## src/tap_port_consts.vh

```
// Purpose: constants for the boundary-scan test access port
// Assumes: 20 MHz system clock, test clock far slower
// Notes: port states use the customary four-bit codes
`ifndef TAP_PORT_CONSTS_VH
`define TAP_PORT_CONSTS_VH

// ------------------------------------------------------------
// Port controller state codes
// ------------------------------------------------------------
`define ST_RESET      4'h0
`define ST_IDLE       4'h1
`define ST_SEL_DR     4'h2
`define ST_CAP_DR     4'h3
`define ST_SHIFT_DR   4'h4
`define ST_EXIT1_DR   4'h5
`define ST_PAUSE_DR   4'h6
`define ST_EXIT2_DR   4'h7
`define ST_UPD_DR     4'h8
`define ST_SEL_IR     4'h9
`define ST_CAP_IR     4'hA
`define ST_SHIFT_IR   4'hB
`define ST_EXIT1_IR   4'hC
`define ST_PAUSE_IR   4'hD
`define ST_EXIT2_IR   4'hE
`define ST_UPD_IR     4'hF

// ------------------------------------------------------------
// Instruction and data registers
// ------------------------------------------------------------
`define IR_WIDTH      4
`define IR_BYPASS     4'hF
`define IR_CAPTURE    4'h1
`define DR_WIDTH      32
`define DR_RESET      32'h0000_0000

`endif

```

## src/tap_port.v

```verilog
// Contract
// - All scan state and data move only on edges of the test clock, or on test or system reset.
// - Test data in is captured on the rising test-clock edge while shifting.
// - Test data out changes on the falling test-clock edge while shifting.
// - Mode select sampled at each rising edge picks the next port state.
// - Test reset puts the port controller into reset two system clocks late, no test clock edge needed.
// - Test data out is driven only in Shift-DR and Shift-IR, else floated.
//
// Purpose: boundary-scan test access port controller with IR and DR paths
// Assumes: test pins are asynchronous and sampled by the 20 MHz clock
// Notes: test reset acts on the synchronised level without a test clock edge
`timescale 1ns/1ps
`include "tap_port_consts.vh"
module tap_port #(
  parameter IR_W = `IR_WIDTH,
  parameter DR_W = `DR_WIDTH
) (
  input wire i_sys_clk,
  input wire i_reset_n,
  input wire i_tck,
  input wire i_tms,
  input wire i_tdi,
  input wire i_trst_n,
  input wire [DR_W-1:0] i_dr_capture,
  output reg o_tdo,
  output reg o_tdo_oe,
  output reg [IR_W-1:0] o_instr,
  output reg [DR_W-1:0] o_dr_update,
  output reg o_dr_update_strobe,
  output reg o_test_reset
);
  // ------------------------------------------------------------
  // Pin synchronisers
  // ------------------------------------------------------------
  wire tck_rise;
  wire tck_fall;
  wire tms_s;
  wire tdi_s;
  wire trst_s_n;
  reg tms_m_reg;
  reg tms_reg;
  reg tdi_m_reg;
  reg tdi_reg;
  reg trst_m_reg;
  reg trst_reg;

  tap_edge_sync u_tck_sync (
    .i_sys_clk(i_sys_clk),
    .i_reset_n(i_reset_n),
    .i_pin(i_tck),
    .o_level(),
    .o_rise(tck_rise),
    .o_fall(tck_fall)
  );

  // Mode select and data in rest high, the level their pins idle at
  // Test reset reaches the controller two system clocks late; no test
  // clock edge is needed, so a stopped test clock cannot block it
  always @(posedge i_sys_clk) begin
    if (!i_reset_n) begin
      tms_m_reg <= 1'b1;
      tms_reg <= 1'b1;
      tdi_m_reg <= 1'b1;
      tdi_reg <= 1'b1;
      trst_m_reg <= 1'b0;
      trst_reg <= 1'b0;
    end else begin
      tms_m_reg <= i_tms;
      tms_reg <= tms_m_reg;
      tdi_m_reg <= i_tdi;
      tdi_reg <= tdi_m_reg;
      trst_m_reg <= i_trst_n;
      trst_reg <= trst_m_reg;
    end
  end

  assign tms_s = tms_reg;
  assign tdi_s = tdi_reg;
  assign trst_s_n = trst_reg;

  // ------------------------------------------------------------
  // Next-state function of the port controller
  // ------------------------------------------------------------
  function [3:0] next_state;
    input [3:0] st;
    input tms;
    begin
      case (st)
        `ST_RESET: next_state = tms ? `ST_RESET : `ST_IDLE;
        `ST_IDLE: next_state = tms ? `ST_SEL_DR : `ST_IDLE;
        `ST_SEL_DR: next_state = tms ? `ST_SEL_IR : `ST_CAP_DR;
        `ST_CAP_DR: next_state = tms ? `ST_EXIT1_DR : `ST_SHIFT_DR;
        `ST_SHIFT_DR: next_state = tms ? `ST_EXIT1_DR : `ST_SHIFT_DR;
        `ST_EXIT1_DR: next_state = tms ? `ST_UPD_DR : `ST_PAUSE_DR;
        `ST_PAUSE_DR: next_state = tms ? `ST_EXIT2_DR : `ST_PAUSE_DR;
        `ST_EXIT2_DR: next_state = tms ? `ST_UPD_DR : `ST_SHIFT_DR;
        `ST_UPD_DR: next_state = tms ? `ST_SEL_DR : `ST_IDLE;
        `ST_SEL_IR: next_state = tms ? `ST_RESET : `ST_CAP_IR;
        `ST_CAP_IR: next_state = tms ? `ST_EXIT1_IR : `ST_SHIFT_IR;
        `ST_SHIFT_IR: next_state = tms ? `ST_EXIT1_IR : `ST_SHIFT_IR;
        `ST_EXIT1_IR: next_state = tms ? `ST_UPD_IR : `ST_PAUSE_IR;
        `ST_PAUSE_IR: next_state = tms ? `ST_EXIT2_IR : `ST_PAUSE_IR;
        `ST_EXIT2_IR: next_state = tms ? `ST_UPD_IR : `ST_SHIFT_IR;
        `ST_UPD_IR: next_state = tms ? `ST_SEL_DR : `ST_IDLE;
        default: next_state = `ST_RESET;
      endcase
    end
  endfunction

  // ------------------------------------------------------------
  // State and instruction decodes
  // ------------------------------------------------------------
  function is_shift;
    input [3:0] st;
    begin
      is_shift = (st == `ST_SHIFT_DR) || (st == `ST_SHIFT_IR);
    end
  endfunction

  function is_bypass;
    input [IR_W-1:0] ins;
    begin
      is_bypass = (ins == `IR_BYPASS);
    end
  endfunction

  // Bit presented at a falling test clock edge in a shift state
  function shift_out_bit;
    input [3:0] st;
    input ir_lsb;
    input dr_lsb;
    input byp;
    input use_byp;
    begin
      case (st)
        `ST_SHIFT_IR: shift_out_bit = ir_lsb;
        `ST_SHIFT_DR: shift_out_bit = use_byp ? byp : dr_lsb;
        default: shift_out_bit = 1'b0;
      endcase
    end
  endfunction

  // ------------------------------------------------------------
  // Controller and shift registers
  // ------------------------------------------------------------
  reg [3:0] state_reg;
  reg [IR_W-1:0] ir_shift_reg;
  reg [DR_W-1:0] dr_shift_reg;
  reg bypass_reg;
  wire sel_bypass;

  assign sel_bypass = is_bypass(o_instr);

  always @(posedge i_sys_clk) begin
    if (!i_reset_n || !trst_s_n) begin
      state_reg <= `ST_RESET;
      ir_shift_reg <= {IR_W{1'b0}};
      dr_shift_reg <= `DR_RESET;
      bypass_reg <= 1'b0;
      o_instr <= `IR_BYPASS;
      o_dr_update <= `DR_RESET;
      o_dr_update_strobe <= 1'b0;
      o_test_reset <= 1'b1;
    end else begin
      o_dr_update_strobe <= 1'b0;
      o_test_reset <= (state_reg == `ST_RESET);
      if (tck_rise) begin
        state_reg <= next_state(state_reg, tms_s);
        case (state_reg)
          `ST_RESET: begin
            o_instr <= `IR_BYPASS;
          end
          `ST_CAP_IR: begin
            ir_shift_reg <= `IR_CAPTURE;
          end
          `ST_SHIFT_IR: begin
            ir_shift_reg <= {tdi_s, ir_shift_reg[IR_W-1:1]};
          end
          `ST_UPD_IR: begin
            o_instr <= ir_shift_reg;
          end
          `ST_CAP_DR: begin
            dr_shift_reg <= i_dr_capture;
            bypass_reg <= 1'b0;
          end
          `ST_SHIFT_DR: begin
            dr_shift_reg <= {tdi_s, dr_shift_reg[DR_W-1:1]};
            bypass_reg <= tdi_s;
          end
          `ST_UPD_DR: begin
            if (!sel_bypass) begin
              o_dr_update <= dr_shift_reg;
              o_dr_update_strobe <= 1'b1;
            end
          end
          default: begin
          end
        endcase
      end
    end
  end

  // ------------------------------------------------------------
  // Test data out on the falling edge
  // ------------------------------------------------------------
  always @(posedge i_sys_clk) begin
    if (!i_reset_n || !trst_s_n) begin
      o_tdo <= 1'b0;
      o_tdo_oe <= 1'b0;
    end else if (tck_fall) begin
      // The enable follows the state so the pin floats outside shifting
      o_tdo_oe <= is_shift(state_reg);
      if (is_shift(state_reg)) begin
        o_tdo <= shift_out_bit(state_reg, ir_shift_reg[0],
                               dr_shift_reg[0], bypass_reg, sel_bypass);
      end
    end
  end
endmodule

```

## src/tap_edge_sync.v

```verilog
// Purpose: synchronise a pin and report its rising and falling edges
// Assumes: pin input is asynchronous to the system clock
// Notes: first flop is read only by the second flop
`timescale 1ns/1ps
module tap_edge_sync (
  input wire i_sys_clk,
  input wire i_reset_n,
  input wire i_pin,
  output reg o_level,
  output wire o_rise,
  output wire o_fall
);
  reg meta_reg;
  reg last_reg;

  always @(posedge i_sys_clk) begin
    if (!i_reset_n) begin
      meta_reg <= 1'b0;
      o_level <= 1'b0;
      last_reg <= 1'b0;
    end else begin
      meta_reg <= i_pin;
      o_level <= meta_reg;
      last_reg <= o_level;
    end
  end

  assign o_rise = o_level & ~last_reg;
  assign o_fall = ~o_level & last_reg;
endmodule

```

## config.mk

```make
export PLATFORM = sky130hd
export DESIGN_NAME = tap_port
export DESIGN_NICKNAME = d
export VERILOG_FILES = /design/src/tap_port.v /design/src/tap_edge_sync.v
export VERILOG_INCLUDE_DIRS = /design/src /design/src/src
export SDC_FILE = /design/constraint.sdc
export NUM_CORES = 1
export LEC_CHECK = 0
export ABC_CLOCK_PERIOD_IN_PS = 3140
export BUFFER_PORTS_ARGS = -buffer_cell sky130_fd_sc_hd__buf_2
export CORE_MARGIN = 2
export CORE_UTILIZATION = 52
export CTS_CLUSTER_SIZE = 8
export DETAILED_ROUTE_END_ITERATION = 8
export PLACE_DENSITY = 0.75
export SYNTH_ARGS = -nofsm -noshare
export SYNTH_HDL_FRONTEND = slang
export SYNTH_SLANG_ARGS = --single-unit
```

## constraint.sdc

```tcl
create_clock -name i_sys_clk -period 3.14 [get_ports i_sys_clk]
set_clock_uncertainty 0.1 [all_clocks]
set_input_delay 0.628 -clock i_sys_clk [delete_from_list [all_inputs] [get_ports i_sys_clk]]
set_output_delay 0.628 -clock i_sys_clk [all_outputs]
set_load 0.01 [all_outputs]
```

### After elaboration in Yosys (flattened, before gate mapping)

Index checks and enable logic that the tools add are counted.

* mux-type cells: 20
* reduce and logical (&&, ||, !) cells: 17
* bitwise logic cells: 7
* equality and inequality tests: 16

Operator list (count)
* $pmux W32 S2: 1
* $pmux W4 S12: 1
* $eq A4 B4 Y1 const B: 9
* $eq A4 B3 Y1 const B: 4
* $mux W4: 4
* $pmux W4 S2: 2
* $eq A4 B2 Y1 const B: 2
* $reduce_and A2 Y1: 4
* $mux W2: 3
* $mux W3: 2
* $reduce_bool A2 Y1: 3
* $reduce_or A3 Y1: 2
* $mux W1: 5
* $not A1 Y1: 5
* $eq A4 B1 Y1 const B: 1
* $logic_not A4 Y1: 1
* $pmux W1 S2: 2
* $reduce_or A2 Y1: 2
* $reduce_and A3 Y1: 1
* $and A1 B1 Y1: 2
* $logic_not A1 Y1: 2
* $logic_or A1 B1 Y1: 2

* output and inout bits: 40
* logic and storage cells: 79
* register bits after elaboration: 90
* input bits: 38

### Longest topological paths before layout

* depth after elaboration: 4
* depth in mapped cells: 7
* depth with buffers taken out: 4

### Modules after synthesis

From an unflattened synthesis, not the netlist that was laid out.

* cells, all modules: 414
* area total of the unflattened synthesis: 3798.6 um2

Modules (own cells, without submodules)
* tap_port: seq. area each 1741.7 um2, area each 3707.3 um2, instances 1, cells an instance 406
* tap_edge_sync: seq. area each 60.1 um2, area each 91.3 um2, instances 1, cells an instance 8

### Least setup slack after synthesis

OpenSTA, ideal clock, no wires.

* kind: register to register
* start: register state_reg[0]
* end: register dr_shift_reg[3]
* clock period less this slack: 1817 ps
* path slack: 1323 ps
* data arrival time: 1572 ps
* setup time: 145 ps
* data required time: 2895 ps
* path buffers: 3
* stages on the path, launching flop included: 7
* path through: dfxtp_1 > buf_2 > or3b_1 > a211oi_2 > buf_4 > buf_2 > a311oi_2

* longest elaborated chain between the ends: 3
* elaborated cells on any way between the ends: 5
* classes of those cells: 2 x eq/ne; 1 x mux; 2 x reduce/logical

RTL lines
* start, declared: line tap_port.v:146 `reg [3:0] state_reg;`
* start signal, assigned: line tap_port.v:156 `` state_reg <= `ST_RESET; ``
* start signal, assigned: line tap_port.v:168 `state_reg <= next_state(state_reg, tms_s);`
* $eq A4 B3 Y1 or $eq A4 B2 Y1 (tied branches): line tap_port.v:169 `case (state_reg)`
* $reduce_bool A2 Y1 (no source line)
* $reduce_and A2 Y1 (no source line)
* end signal, assigned: line tap_port.v:158 `` dr_shift_reg <= `DR_RESET; ``
* end signal, assigned: line tap_port.v:183 `dr_shift_reg <= i_dr_capture;`
* end signal, assigned: line tap_port.v:187 `dr_shift_reg <= {tdi_s, dr_shift_reg[DR_W-1:1]};`
* end, declared: line tap_port.v:148 `reg [DR_W-1:0] dr_shift_reg;`

Parallel ways exist; a longest one is shown, timed or not.
A chain may end at the register's enable or synchronous reset.

### Final worst setup path

* start: register state_reg[3]
* end: register dr_shift_reg[6]

Same word-level chain as after synthesis.

==> flow_summary_export.csv <==
group,metric,value,unit
outcome,outcome,"completed",
clock_tree,tritoncts,"yes",
power,clockPowerShare,0.439,
synth,seq_area_frac_synth,0.482,
clock_tree,h-tree-depth,3,
sta,rsz0062_at_grt,"false",
sta,setup_viol,0,
synth,ys_types,44,
clock_tree,cts_sinks,90,
sta,post-route-min-period,2.51,ns
power,pwr-share-seq,0.533,
setup_path,slowest_stage,"or4b_1",
layout,nNetsFinal,546,
grt,grt_usage,0.222,
power,p_per_area,489,nW/um2
setup_path,critPathMaxStageDelay,1.03,ns
synth,ys_ff_latch,90,
synth,syn_avg_cell_area,8.24,um2
setup_path,startpoint_type,"flip-flop",
synth,synth_compound_area_frac,0.214,
placement,dp_worst_setup_slack,0.611,ns
synth,muxShareOfSynthArea,0.00570,
synth,synthTopCellsByArea,"dfxtp_1 (48%), nand2_1 (14%), a311oi_2 (6.8%)",
floorplanning,die_w,88.8,um
setup_path,crit_chain,"or4b_1 > nand2_1 > a311oi_2",
grt,grt_first_pass_wirelength,13800,um
synth,synth_top_area_cell,"dfxtp_1",
sta,clock.fmax,399,MHz
grt,overflow,0,
setup_path,required,3.30,ns
floorplanning,num_io_pins,78,
layout,multiInputGateArea,1750,um2
clock_tree,cts_buffers,9,
sta,slew_headroom,0.183,
synth,async_flop_share,0,
grt,grt_max_degree,66,
floorplanning,num_rows,30,
synth,synth_cells,453,
synth,synthAdderAreaFrac,0,
clock_tree,hold_buffers,0,
grt,antenna_found_initial,0,
sta,tightest_slew,1.23,ns
power,p_int,1.73,mW
layout,diodes,0,
layout,ff_latch_area,1800,um2
placement,place.gp.congestion,0.790,
setup_path,path_max_fanout,35,
clock_tree,clk_pin_slew,0.08,ns
sta,tns,0,ns
placement,hpwl,5390,um
setup_path,crit_type,"reg -> reg",
power,p_comb_frac,0.028,
layout,fill_cells,610,
routing,drt_first_pass_iters,4,
routing,vias,3282,
synth,synth-simple-area-share,0.242,
power,leakage,1.60,nW
power,irDropWorstVdd,0.288,mV
synth,synthFlopType,"dfxtp_1",
hold_path,worstHoldPathType,"reg -> reg",
power,net-switching-power,0.431,mW
clock_tree,cts_post_setup_buffers_inserted,0,
routing,wire_per_inst,13.8,um
clock_tree,clk-insertion-delay-late,0.35,ns
sta,final_hold_viol_count,0,
setup_path,startpoint,"state_reg[3]",
sta,hold_ws,0.318,ns
routing,drtAntennaViolNets,0,
job,drv_cap,0,
sta,setup_ws,0.632,ns
clock_tree,clockBufferDepth,2,
hold_path,hold_start,"tms_m_reg",
synth,yosysTopAreaCellShare,0.482,
routing,drc,0,
routing,vias_per_cell,5.39,
floorplanning,core,6870,um2
floorplanning,initial_core_util,0.544,
layout,drive_gt1_frac,0.236,
routing,drt_iter0_drc,203,
sta,finalCritPeriodShare,0.799,
synth,synth_edf_count,0,
synth,synth_top_family_by_area,"simple AND/OR/NAND/NOR gates",
clock_tree,cts_root_buf,"clkbuf_8",
routing,routed_wl,8370,um
power,swShare,0.200,
floorplanning,fp.dieH,88.8,um
floorplanning,dieArea,7880,um2
synth,synth_warnings,0,
placement,io_buffers,77,
layout,area_growth_syn_to_layout,18.0,%
setup_path,worstPathArrival,2.67,ns
setup_path,r2r-start,"state_reg[3]",
synth,synth_area,3730,um2
grt,grt_pass1_vias,2968,
sta,drv_slew,0,
synth,syn_nets,491,
synth,synth-xor-area-share,0.00235,
setup_path,cp-end-kind,"flip-flop",
clock_tree,cts_resized,0,
## power groups by stage
| stage | clock network, mW | logic, mW | registers [mW] |
|---|---|---|---|
| 3_5_place_dp | 0 | 0.0615 | 1.18 |
| 6_report | 0.947 | 0.0613 | 1.15 |
| 2_1_floorplan | 0 | 0.0313 | 1.17 |
| 5_1_grt | 1.01 | 0.0681 | 1.15 |
| 4_1_cts | 0.962 | 0.0620 | 1.15 |
| 3_3_place_gp | 0 | 0.0603 | 1.18 |
## path summary, 6_finish.rpt
path / to / slack (ns) / cells past startpoint
setup / recovery: dr_shift_reg[6] / 0.63 / 3
hold / removal: tms_reg / 0.32 / 1
setup reg to reg: dr_shift_reg[6] / 0.63 / 3
hold reg to reg: tms_reg / 0.32 / 1
## synth_stat cells, types with 3 or more instances
cell type	count
nand2_1	137
nand2b_1	6
and2_1	6
a311oi_2	17
o22ai_1	6
buf_1	3
inv_1	5
nand4_1	4
buf_2	7
a21oi_1	43
o21ai_0	4
clkbuf_1	28
a311oi_1	16
nor2b_1	6
nor2_1	40
dfxtp_1	90
## cell type report
class,instances,share of cell area
repair buffers,85,0.107
flip-flops and latches,90,0.409
inverters,5,0.00426
well taps,96,0.0273
clock buffers,12,0.0329
multi-input cells,317,0.398
clock inverters,4,0.0224
## critical path: cells and delay by family, from the launching register on
family / cells / cell delay, ns
compound gates: 1 / 0.33
flops: 1 / 0.75
simple gates: 2 / 1.23
## stage by stage
step	area [um2]	std cells	utilization	power, mW
after floorplan	3730	453	-	1.20
after global placement	4160	593	0.606	1.24
after detailed placement	4160	593	0.606	1.24
after CTS	4410	609	0.642	2.17
after global routing	4410	609	0.642	2.23
final	4410	609	0.642	2.16
## metal layers
layer	vias up	share of wire	track usage	routed length, um
met5	-	0	0	0
met4	0	0.013	0.0785	110
met3	13	0.047	0.0336	393
met2	79	0.49	0.353	4070
met1	1529	0.45	0.308	3800
li1	1661	-	-	-
## placed cells by master (no fill, tap or decap), types with 3 or more instances in the layout
cell type and count:
a21oi_1 43, a311oi_1 16, a311oi_2 17, and2_1 6, buf_2 77, buf_4 6, bufinv_16 3, clkbuf_8 10
dfxtp_1 90, inv_1 5, nand2_1 136, nand2b_1 6, nand4_1 4, nor2_1 40, nor2b_1 6, o21ai_0 4
o22ai_1 6
## cells by family (layout without fill, tap and decap cells)
logic type,count (synthesis),after routing
simple gates,212,212
compound gates,102,102
flops,90,90
buf+inv,46,106
mux,2,2
xor+xnor,1,1
Note: power is estimated with default switching activity, not from simulation.
